$ cat config.mk
export PLATFORM = sky130hd
export DESIGN_NAME = swpm_merge_cfg
export DESIGN_NICKNAME = d
export VERILOG_FILES = /design/src/swpm_pkg.sv /design/src/swpm_pair_gate.sv /design/src/swpm_merge_cfg.sv
export SDC_FILE = /design/constraint.sdc
export NUM_CORES = 1
export LEC_CHECK = 0
export BUFFER_PORTS_ARGS = -buffer_cell sky130_fd_sc_hd__buf_2
export CAP_MARGIN = 15
export CORE_ASPECT_RATIO = 1.75
export CORE_MARGIN = 10
export CORE_UTILIZATION = 42
export CTS_CLUSTER_DIAMETER = 100
export CTS_CLUSTER_SIZE = 24
export DETAILED_ROUTE_END_ITERATION = 16
export PLACE_DENSITY = 0.77
export SETUP_SLACK_MARGIN = 0.5
export SLEW_MARGIN = 0
export SYNTH_ARGS = -nofsm -noshare
export SYNTH_HDL_FRONTEND = slang
export SYNTH_SLANG_ARGS = --single-unit
export TNS_END_PERCENT = 50
$ cat constraint.sdc
create_clock -name pclk -period 1.6 [get_ports pclk]
set_input_delay 0.16 -clock pclk [delete_from_list [all_inputs] [get_ports pclk]]
set_output_delay 0.16 -clock pclk [all_outputs]
set_load 0.01 [all_outputs]
$ cat src/swpm_pkg.sv
// package: constants, carriers and helpers for the port merge configuration block
package swpm_pkg;

  // ------------------------------------------------------------
  // port layout
  // ------------------------------------------------------------
  localparam int NUM_PORTS = 6;
  localparam int NUM_PAIRS = 3;
  localparam int LANES_PER_PORT = 4;
  localparam logic [5:0] UPSTREAM_MAP = 6'h01;

  // link width encodings of the max link width field
  localparam logic [5:0] WIDTH_X4 = 6'h04;
  localparam logic [5:0] WIDTH_X8 = 6'h08;

  // lane number of a port's first lane inside its owner
  localparam logic [2:0] LANE_BASE_LO = 3'h0;
  localparam logic [2:0] LANE_BASE_HI = 3'h4;

  // ------------------------------------------------------------
  // apb register map
  // ------------------------------------------------------------
  localparam int ADDR_W = 8;
  localparam logic [7:0] ADDR_STATUS = 8'h00;
  localparam logic [7:0] ADDR_UR_COUNT = 8'h04;
  localparam logic [7:0] ADDR_LCAP_BASE = 8'h10;
  localparam logic [7:0] ADDR_LCAP_LAST = 8'h24;
  localparam int STS_MERGE_LSB = 0;
  localparam int STS_EN_LSB = 8;
  localparam int STS_UP_LSB = 16;
  localparam int STS_SAMPLED_BIT = 24;
  localparam int MLW_LSB = 4;
  localparam int UR_CNT_W = 16;
  localparam logic [15:0] UR_CNT_ONE = 16'h0001;

  // ------------------------------------------------------------
  // carriers
  // ------------------------------------------------------------
  typedef struct packed {
    logic [3:0] hotplug;
    logic link_up;
    logic port_reset_n;
  } swpm_port_out_s;

  localparam swpm_port_out_s PORT_OUT_NEGATED = '{hotplug: 4'h0, link_up: 1'b0,
                                                  port_reset_n: 1'b1};

  typedef struct packed {
    logic [3:0] hotplug_n;
    logic presence_n;
  } swpm_port_in_s;

  localparam swpm_port_in_s PORT_IN_IDLE = '{hotplug_n: 4'hf, presence_n: 1'b1};

  typedef struct packed {
    logic valid;
    logic write;
    logic [4:0] dev;
  } swpm_cfg_req_s;

  typedef struct packed {
    logic valid;
    logic ur;
  } swpm_cfg_rsp_s;

  typedef struct packed {
    logic [2:0] port;
    logic [2:0] base;
  } swpm_lane_map_s;

  // a port is gone only when it is the odd half of a merged pair
  function automatic logic port_enabled(input logic [2:0] merge, input int port);
    port_enabled = !(port[0] && merge[port / 2]);
  endfunction : port_enabled

endpackage : swpm_pkg

$ cat src/swpm_pair_gate.sv
// module: output, input and lane steering for one even/odd port pair
`timescale 1ns/1ps

module swpm_pair_gate #(
  parameter int PAIR = 0
) (
  // clock and reset
  input wire logic pclk,
  input wire logic presetn,
  // merge state of this pair
  input wire logic merged,
  // even port
  input swpm_pkg::swpm_port_out_s core_out_even,
  output swpm_pkg::swpm_port_out_s pin_out_even,
  input swpm_pkg::swpm_port_in_s pin_in_even,
  output swpm_pkg::swpm_port_in_s core_in_even,
  // odd port
  input swpm_pkg::swpm_port_out_s core_out_odd,
  output swpm_pkg::swpm_port_out_s pin_out_odd,
  input swpm_pkg::swpm_port_in_s pin_in_odd,
  output swpm_pkg::swpm_port_in_s core_in_odd,
  // lanes
  output swpm_pkg::swpm_lane_map_s odd_lane_map,
  output logic [5:0] even_lane_width
);

  localparam logic [2:0] EVEN_PORT = 3'(2 * PAIR);
  localparam logic [2:0] ODD_PORT = 3'(2 * PAIR + 1);

  // ------------------------------------------------------------
  // port pins
  // ------------------------------------------------------------
  always_ff @(posedge pclk or negedge presetn) begin
    if (!presetn) begin
      pin_out_even <= swpm_pkg::PORT_OUT_NEGATED;
      core_in_even <= swpm_pkg::PORT_IN_IDLE;
    end else begin
      pin_out_even <= core_out_even;
      core_in_even <= pin_in_even;
    end
  end

  always_ff @(posedge pclk or negedge presetn) begin
    if (!presetn) begin
      pin_out_odd <= swpm_pkg::PORT_OUT_NEGATED;
      core_in_odd <= swpm_pkg::PORT_IN_IDLE;
    end else if (merged) begin
      // odd outputs negated
      pin_out_odd <= swpm_pkg::PORT_OUT_NEGATED;
      // odd inputs ignored
      core_in_odd <= swpm_pkg::PORT_IN_IDLE;
    end else begin
      // independent x4 port
      pin_out_odd <= core_out_odd;
      core_in_odd <= pin_in_odd;
    end
  end

  // ------------------------------------------------------------
  // lanes
  // ------------------------------------------------------------
  always_ff @(posedge pclk or negedge presetn) begin
    if (!presetn) begin
      odd_lane_map <= '{port: ODD_PORT, base: swpm_pkg::LANE_BASE_LO};
      even_lane_width <= swpm_pkg::WIDTH_X4;
    end else if (merged) begin
      // odd lanes become even lanes four to seven
      odd_lane_map <= '{port: EVEN_PORT, base: swpm_pkg::LANE_BASE_HI};
      even_lane_width <= swpm_pkg::WIDTH_X8;
    end else begin
      odd_lane_map <= '{port: ODD_PORT, base: swpm_pkg::LANE_BASE_LO};
      even_lane_width <= swpm_pkg::WIDTH_X4;
    end
  end
endmodule : swpm_pair_gate

$ cat src/swpm_merge_cfg.sv
// module: top of the port merge configuration block with its apb register slave
//
// Added by the designer: the placing of the registers and the APB slave port.
`timescale 1ns/1ps

// Behaviour
// six ports zero to five, each four lanes wide when unmerged.
// port zero is always upstream, ports one to five always downstream.
// only an even port and the next odd port merge, as the even port.
// with the strap released both ports of the pair run as x4 ports.
// merge is fixed at fundamental reset, exactly when the pair strap is asserted.
// a merged pair disables the odd port, its bridge and its resources.
// all outputs of a disabled odd port stay negated.
// all inputs of a disabled odd port are ignored.
// configuration access to a disabled odd device completes as unsupported request.
// registers of a disabled odd port are unreachable; masters must not address them.
// odd lanes are run by the even port as its own, giving eight lanes.
// merged even port's max link width field resets to x8.
// straps are active low; low merges, high keeps two x4 ports.
// merged odd lanes become lanes four to seven of the even port.
// straps sampled at fundamental reset release; later changes have no effect.
module swpm_merge_cfg (
  // clock and reset
  input wire logic pclk,
  input wire logic presetn,
  // apb slave
  input wire logic psel,
  input wire logic penable,
  input wire logic pwrite,
  input wire logic [7:0] paddr,
  input wire logic [31:0] pwdata,
  output logic [31:0] prdata,
  output logic pready,
  output logic pslverr,
  // boot straps
  input wire logic fundamental_reset_n,
  input wire logic pair01_merge_n,
  input wire logic pair23_merge_n,
  input wire logic pair45_merge_n,
  // port configuration
  output logic [5:0] port_enable,
  output logic [5:0] port_upstream,
  output logic [5:0] max_link_width_field [6],
  output logic [5:0] even_lane_width [3],
  output swpm_pkg::swpm_lane_map_s odd_lane_map [3],
  // port side signals
  input swpm_pkg::swpm_port_out_s core_out [6],
  output swpm_pkg::swpm_port_out_s pin_out [6],
  input swpm_pkg::swpm_port_in_s pin_in [6],
  output swpm_pkg::swpm_port_in_s core_in [6],
  // configuration requests on the virtual bus
  input swpm_pkg::swpm_cfg_req_s cfg_req,
  output swpm_pkg::swpm_cfg_rsp_s cfg_rsp
);

  // ------------------------------------------------------------
  // decode helpers
  // ------------------------------------------------------------
  function automatic logic lcap_hit(input logic [7:0] addr);
    lcap_hit = addr >= swpm_pkg::ADDR_LCAP_BASE && addr <= swpm_pkg::ADDR_LCAP_LAST
               && addr[1:0] == 2'h0;
  endfunction : lcap_hit

  function automatic logic [2:0] lcap_port(input logic [7:0] addr);
    logic [7:0] off;
    off = addr - swpm_pkg::ADDR_LCAP_BASE;
    lcap_port = off[4:2];
  endfunction : lcap_port

  function automatic logic dev_exists(input logic [2:0] merge, input logic [4:0] dev);
    dev_exists = dev < 5'(swpm_pkg::NUM_PORTS) && swpm_pkg::port_enabled(merge, int'(dev));
  endfunction : dev_exists

  // ------------------------------------------------------------
  // strap sampling
  // ------------------------------------------------------------
  logic [2:0] straps_n;
  logic fr_q;
  logic fr_rel;
  logic [2:0] merge_q;
  logic sampled_q;

  assign straps_n = {pair45_merge_n, pair23_merge_n, pair01_merge_n};
  assign fr_rel = fundamental_reset_n && !fr_q;

  always_ff @(posedge pclk or negedge presetn) begin
    if (!presetn) begin
      fr_q <= 1'b0;
    end else begin
      fr_q <= fundamental_reset_n;
    end
  end

  always_ff @(posedge pclk or negedge presetn) begin
    if (!presetn) begin
      merge_q <= 3'h0;
      sampled_q <= 1'b0;
    end else if (fr_rel) begin
      // active low straps caught at reset release only
      merge_q <= ~straps_n;
      sampled_q <= 1'b1;
    end
  end

  // ------------------------------------------------------------
  // port roles
  // ------------------------------------------------------------
  logic [5:0] en_vec;

  always_comb begin
    en_vec = '0;
    for (int p = 0; p < swpm_pkg::NUM_PORTS; p++) begin
      // odd half of a merged pair drops out
      en_vec[p] = swpm_pkg::port_enabled(merge_q, p);
    end
  end

  always_ff @(posedge pclk or negedge presetn) begin
    if (!presetn) begin
      port_enable <= 6'h3f;
      port_upstream <= swpm_pkg::UPSTREAM_MAP;
    end else begin
      port_enable <= en_vec;
      // roles never follow the merge setting
      port_upstream <= swpm_pkg::UPSTREAM_MAP;
    end
  end

  // ------------------------------------------------------------
  // pair steering
  // ------------------------------------------------------------
  for (genvar g = 0; g < swpm_pkg::NUM_PAIRS; g++) begin : g_pair
    swpm_pair_gate #(.PAIR(g)) u_gate (
      .pclk(pclk),
      .presetn(presetn),
      .merged(merge_q[g]),
      .core_out_even(core_out[2 * g]),
      .pin_out_even(pin_out[2 * g]),
      .pin_in_even(pin_in[2 * g]),
      .core_in_even(core_in[2 * g]),
      .core_out_odd(core_out[2 * g + 1]),
      .pin_out_odd(pin_out[2 * g + 1]),
      .pin_in_odd(pin_in[2 * g + 1]),
      .core_in_odd(core_in[2 * g + 1]),
      .odd_lane_map(odd_lane_map[g]),
      .even_lane_width(even_lane_width[g])
    );
  end

  // ------------------------------------------------------------
  // link capability width fields
  // ------------------------------------------------------------
  logic apb_wr;
  logic apb_setup;
  logic acc_err;
  logic [2:0] wr_port;

  assign apb_setup = psel && !penable;
  assign apb_wr = psel && penable && pwrite;
  assign wr_port = lcap_port(paddr);

  for (genvar p = 0; p < swpm_pkg::NUM_PORTS; p++) begin : g_lcap
    always_ff @(posedge pclk or negedge presetn) begin
      if (!presetn) begin
        max_link_width_field[p] <= swpm_pkg::WIDTH_X4;
      end else if (fr_rel) begin
        // merged even port starts at x8, all others at x4
        if (p % 2 == 0 && !straps_n[p / 2]) begin
          max_link_width_field[p] <= swpm_pkg::WIDTH_X8;
        end else begin
          // unmerged port is four lanes
          max_link_width_field[p] <= swpm_pkg::WIDTH_X4;
        end
      end else if (apb_wr && lcap_hit(paddr) && wr_port == 3'(p) && en_vec[p]) begin
        max_link_width_field[p] <= pwdata[swpm_pkg::MLW_LSB +: 6];
      end
    end
  end

  // ------------------------------------------------------------
  // configuration requests
  // ------------------------------------------------------------
  logic [15:0] ur_cnt_q;

  always_ff @(posedge pclk or negedge presetn) begin
    if (!presetn) begin
      cfg_rsp <= '0;
    end else begin
      cfg_rsp.valid <= cfg_req.valid;
      // removed device answers unsupported request
      cfg_rsp.ur <= cfg_req.valid && !dev_exists(merge_q, cfg_req.dev);
    end
  end

  always_ff @(posedge pclk or negedge presetn) begin
    if (!presetn) begin
      ur_cnt_q <= '0;
    end else if (cfg_req.valid && !dev_exists(merge_q, cfg_req.dev)) begin
      ur_cnt_q <= ur_cnt_q + swpm_pkg::UR_CNT_ONE;
    end
  end

  // ------------------------------------------------------------
  // apb read path
  // ------------------------------------------------------------
  logic [31:0] rd_data;
  logic rd_err;

  // data is latched in the setup cycle so prdata comes from a flop
  always_comb begin
    rd_data = '0;
    rd_err = 1'b0;
    if (paddr == swpm_pkg::ADDR_STATUS) begin
      rd_data[swpm_pkg::STS_MERGE_LSB +: 3] = merge_q;
      rd_data[swpm_pkg::STS_EN_LSB +: 6] = en_vec;
      rd_data[swpm_pkg::STS_UP_LSB +: 6] = swpm_pkg::UPSTREAM_MAP;
      rd_data[swpm_pkg::STS_SAMPLED_BIT] = sampled_q;
    end else if (paddr == swpm_pkg::ADDR_UR_COUNT) begin
      rd_data[swpm_pkg::UR_CNT_W - 1:0] = ur_cnt_q;
    end else if (lcap_hit(paddr)) begin
      // removed port's register is cut off
      if (en_vec[wr_port]) begin
        rd_data[swpm_pkg::MLW_LSB +: 6] = max_link_width_field[wr_port];
      end else begin
        rd_err = 1'b1;
      end
    end else begin
      rd_err = 1'b1;
    end
  end

  always_ff @(posedge pclk or negedge presetn) begin
    if (!presetn) begin
      prdata <= '0;
      acc_err <= 1'b0;
    end else if (apb_setup) begin
      prdata <= pwrite ? 32'h0000_0000 : rd_data;
      acc_err <= rd_err;
    end
  end

  // zero wait states: the access phase always completes at once
  assign pready = 1'b1;
  assign pslverr = psel && penable && acc_err;
endmodule : swpm_merge_cfg

# Word-level counts from Yosys, hierarchy flattened
# Index checks and enable logic that the tools add are counted.
totals:
  reg_bits: 197
  inputBits: 122
  output_inout_bits: 186
  wordCells: 156
classes:
  n_addsub: 2
  magnitude_cmp: 6
  eq_ne: 6
  n_mux: 50
  bitwise_logic: 2
  n_reduce_logical: 36
ops:
  columns: ["operator", "n"]
  rows:
  - ["$mux W6", 22]
  - ["$mux W4", 10]
  - ["$mux W25", 1]
  - ["$logic_and A1 B1 Y1", 20]
  - ["$mux W5", 4]
  - ["$bmux W6 S3", 1]
  - ["$add A16 B1 Y16 const B", 1]
  - ["$reduce_bool A2 Y1", 6]
  - ["$eq A8 B3 Y1 const B", 1]
  - ["$ge A8 B5 Y1 const B", 1]
  - ["$le A8 B6 Y1 const B", 1]
  - ["$logic_not A8 Y1", 1]
  - ["$mux W1", 8]
  - ["$logic_not A1 Y1", 7]
  - ["$eq A3 B2 Y1 const B", 2]
  - ["$eq A3 B3 Y1 const B", 2]
  - ["$lt A5 B3 Y1 const B", 1]
  - ["$sub A5 B5 Y5 const B", 1]
  - ["$ge A4 B4 Y1 const B", 1]
  - ["$lt A3 B4 Y1 const B", 1]
  - ["$lt A4 B3 Y1 const B", 1]
  - ["$not A3 Y4", 1]
  - ["$bmux W1 S3", 1]
  - ["$eq A3 B1 Y1 const B", 1]
  - ["6 further kinds", 6]

# Longest topological paths before layout
logic_depth:
  word_depth: 10
  ltp_mapped: 7
  ltp_nobuf: 6

# Modules after synthesis
# A second synthesis with hierarchy kept.
unflattened:
  cells_unflattened: 488
  hier_area_um2: 6317.3
modules_own_cells:
  columns: ["mod", "n_inst", "cells_each", "area_each_um2", "seq_area_each_um2"]
  rows:
  - ["swpm_merge_cfg", 1, 342, 3963.8, 2038.2]
  - ["swpm_pair_gate (g_pair[1].u_gate ...)", 2, 49, 785.8, 616.8]
  - ["swpm_pair_gate (g_pair[0].u_gate)", 1, 48, 782.0, 616.8]

# Worst setup path after synthesis
# Ideal clock, no wire load.
synth_path:
  path_type: "register to register"
  from: "register merge_q[0]"
  to: "register ur_cnt_q[10]"
  setup_ns: 0.079
  t_arrival_ns: 1.676
  required_ns: 1.521
  setup_slack_ns: -0.155
  path_stages_with_launch: 7
  n_path_buf: 1
  period_less_slack_ns: 1.755
  path_cell_list: "dfrtp_1 > or3b_1 > a21boi_1 > o2111ai_1 > buf_2 > nor4_2 > xor2_1"
synth_between:
  elab_chain_len: 7
synth_lines:
  columns: ["item", "line", "source"]
  rows:
  - ["start: declaration", "swpm_merge_cfg.sv:80", "logic [2:0] merge_q;"]
  - ["start signal: assignment", "swpm_merge_cfg.sv:100", "merge_q <= ~straps_n;"]
  - ["$bmux W1 S2", "swpm_pkg.sv:73", "port_enabled = !(port[0] && merge[port / 2]);"]
  - ["$mux W1 (implied by the code)", "swpm_pkg.sv:73", null]
  - ["$logic_and A1 B1 Y1", "swpm_pkg.sv:73", null]
  - ["$logic_not A1 Y1", "swpm_pkg.sv:73", null]
  - ["$logic_and A1 B1 Y1", "swpm_merge_cfg.sv:71", "dev_exists = dev < 5'(swpm_pkg::NUM_PORTS) && swpm_pkg::port_enabled(merge, int'(dev));"]
  - ["$logic_not A1 Y1", "swpm_merge_cfg.sv:198", "end else if (cfg_req.valid && !dev_exists(merge_q, cfg_req.dev)) begin"]
  - ["$logic_and A1 B1 Y1", "swpm_merge_cfg.sv:198", null]
  - ["end signal: assignment", "swpm_merge_cfg.sv:199", "ur_cnt_q <= ur_cnt_q + swpm_pkg::UR_CNT_ONE;"]
  - ["end: declaration", "swpm_merge_cfg.sv:183", "logic [15:0] ur_cnt_q;"]
# No other way between the ends. The select of a mux whose other input is x is not followed.
# A chain may end at the register's enable or synchronous reset.

# Worst setup path after layout
layout_path:
  from: "register merge_q[0]"
  to: "register ur_cnt_q[7]"
# The elaborated chain is that of the path after synthesis.

==> out/metrics.cfg <==
[power_and_ir_drop]
power_leakage_nw = 5.19
p_total_mw = 10.5
max-vdd-ir-drop_mv = 0.762
p_per_area_mw_per_mm2 = 996

[run]
cap_violations = 0

[sta]
hold_violations = 0
slew_violations = 0
rsz0062_at_grt = yes
fin_ws_ps = -296
period_needed_ps = 1900
finalSetupViolCount = 39
setup_tns_ps = -3850
timing.hold.ws_ps = 16.9
period_share = 1.18
fmax_mhz = 527
skew_ps = 9.22

[detailed_routing]
ant_nets = 0
first_pass_iters = 4
first_iter_violations = 258
avgViaCountPerCell = 4.99
drc = 0
vias = 5381
wl_per_cell_microns = 22.7
drt_wl_total_mm = 24.5

[synth]
syn-cell-area_sq_mm = 0.00626
synth_edf_count = 0
synth_common_cells = dfrtp_1 (105), buf_4 (58), dfstp_2 (45)
synth.yosys.seq_area_share = 0.609
ys_ff_latch = 150
ys.flop_type = dfrtp_1
synth_warnings = 0
async_reset_ff_frac = 1.00
synth_largest_area_cell = dfrtp_1
synth_top_area_share = 0.420
synthCells = 505
yosysMostFrequentCell = dfrtp_1
avgSynthCellArea_sq_um = 12.4
ys_types = 51
ys_top_cells_by_area = dfrtp_1 (42%), dfstp_2 (19%), buf_4 (7.0%), mux2i_1 (5.4%), nand2_1 (2.2%)

[critical_path]
start_kind = register
r2r-end = ur_cnt_q[7]$_DFFE_PN0P_
critical_path_class = reg -> reg
r2r-start = merge_q[0]$_DFFE_PN0P_
cp.required_ps = 1940
slowest_stage = or3b_4
worst_path_largest_cell_delay_ps = 400
crit_start = merge_q[0]$_DFFE_PN0P_
worstSetupEndpointType = register
worst-path-max-fanout = 5
crit_path_end = ur_cnt_q[7]$_DFFE_PN0P_
crit_chain = or3b_4 -> a21boi_4 -> o2111ai_4 -> buf_12 -> buf_8 -> nor3_4 -> xor2_1
ff2ff_path_depth = 7
reg2reg_setup_slack_ps = -300
arrival_ps = 2240

[grt]
grt_pass1_wl_mm = 35.5
overflow = 0
grtUsageTotal = 0.224
antenna_found_initial = 5
first_global_vias = 6087
grt_max_degree = 55

[floorplanning]
core_sq_mm = 0.0148
fp.dieW_microns = 112
io_pins = 308
rows = 59
dieArea_sq_mm = 0.0204
die_y_microns = 181
start_util = 0.424

[placement]
placed_area_sq_mm = 0.00777
gp_congestion = 0.837
port_buffers = 232
dp.cells = 940
pre_cts_slack_ps = -267
hpwl_mm = 15.4

[finish]
num-nets-final = 1001
num-fill-cells = 967
postLayoutCoreUtil = 0.715
final_cells = 1079
design_area_sq_mm = 0.0106
syn_to_final_growth_pct = 68.7
drive_above_1_share = 0.544

[run_status]
status = finished, violations left
violations = negative setup slack

[clocking]
h-tree-depth = 4
cts_inserted_buffers = 17
cts_sinks = 150
clock-root-buffer = clkbuf_16
path_clk_slew_ps = 70
cts_tree = done
cts_max_path_buffers = 2
insertion_delay_ps = 420

[hold_path]
min_path_cells = 2
hold_path.class = in -> reg

worst max-delay path, delay by kind of cell (launching register included):
kind / cells / cell delay, ps
simple gates: 2 / 570
buf+inv: 2 / 310
flops: 1 / 360
xor+xnor: 1 / 150
compound gates: 2 / 420
worst min path at each step:
stage          slack [ps]                                         to        start
3_5_place_dp          100                   ur_cnt_q[11]$_DFFE_PN0P_      presetn
2_1_floorplan        -140                        acc_err$_DFFE_PN0P_      presetn
6_report               20  g_pair[2].u_gate.pin_out_odd[1]$_DFF_PN0_  core_out[1]
4_1_cts                 1  g_pair[2].u_gate.pin_out_odd[1]$_DFF_PN0_  core_out[1]
3_3_place_gp           90                   ur_cnt_q[11]$_DFFE_PN0P_      presetn
5_1_grt                 8  g_pair[2].u_gate.pin_out_odd[1]$_DFF_PN0_  core_out[1]
routing by layer:
metal,GRT usage,vias to the layer above,part of all wire
met5,0,-,0
met4,0.112,0,0.043
met3,0.0601,58,0.066
met2,0.395,259,0.54
met1,0.237,2691,0.35
li1,-,2373,-
flip-flops by register name, summed over array words and instances (netlist names), 15 cells and up:
signal / count
g_pair.u_gate.core_in_even: 15
g_pair.u_gate.core_in_odd: 15
g_pair.u_gate.pin_out_even: 18
g_pair.u_gate.pin_out_odd: 18
max_link_width_field: 36
prdata: 18
ur_cnt_q: 16
cells by family after synthesis:
group	after synthesis	share of synthesized area
DFF	150	0.609
AOI/OAI and AO/OA	53	0.0574
xor gates and xnor gates	15	0.0210
muxes	44	0.0814
adders and majority gates	1	0.00200
and+or+nand+nor	154	0.137
buffers and inverters	86	0.0912
other	2	0.00120
cell usage in the layout, fill, tap and decap left out, types with 28 or more instances in the layout:
cell type	instances
buf_4	42
dlygate4sd3_1	70
mux2i_1	32
dfrtp_1	103
conb_1	48
nand2_1	28
buf_6	134
nor2_1	30
dfstp_2	45
buf_2	126
final cells by class:
type	count	area [sq um]	share of cell area
diodes	5	12.5	0.00118
clock buffers	17	425	0.0403
clock inverters	15	178	0.0168
inverters	8	30.0	0.00284
multi-input cells	315	2440	0.231
flip-flops and latches	150	3810	0.361
well taps	183	229	0.0217
repair buffers	386	3430	0.325
power breakdown:
group	internal, mW	switching [mW]
sequential	4.10	0.235
clock	2.25	1.87
combinational	1.07	0.996
repair_timing:
action | 4_1_cts | 5_1_grt
endpoints found under the hold margin | 106 | 0
gates resized for setup | 163 | 96
cloned | 1 | 2
endpoints found under the setup margin | 198 | 230
hold buffers | 70 | 0
buffers inserted | 11 | 18
pin swaps | 27 | 37
Power figures use the tool's default switching activity.
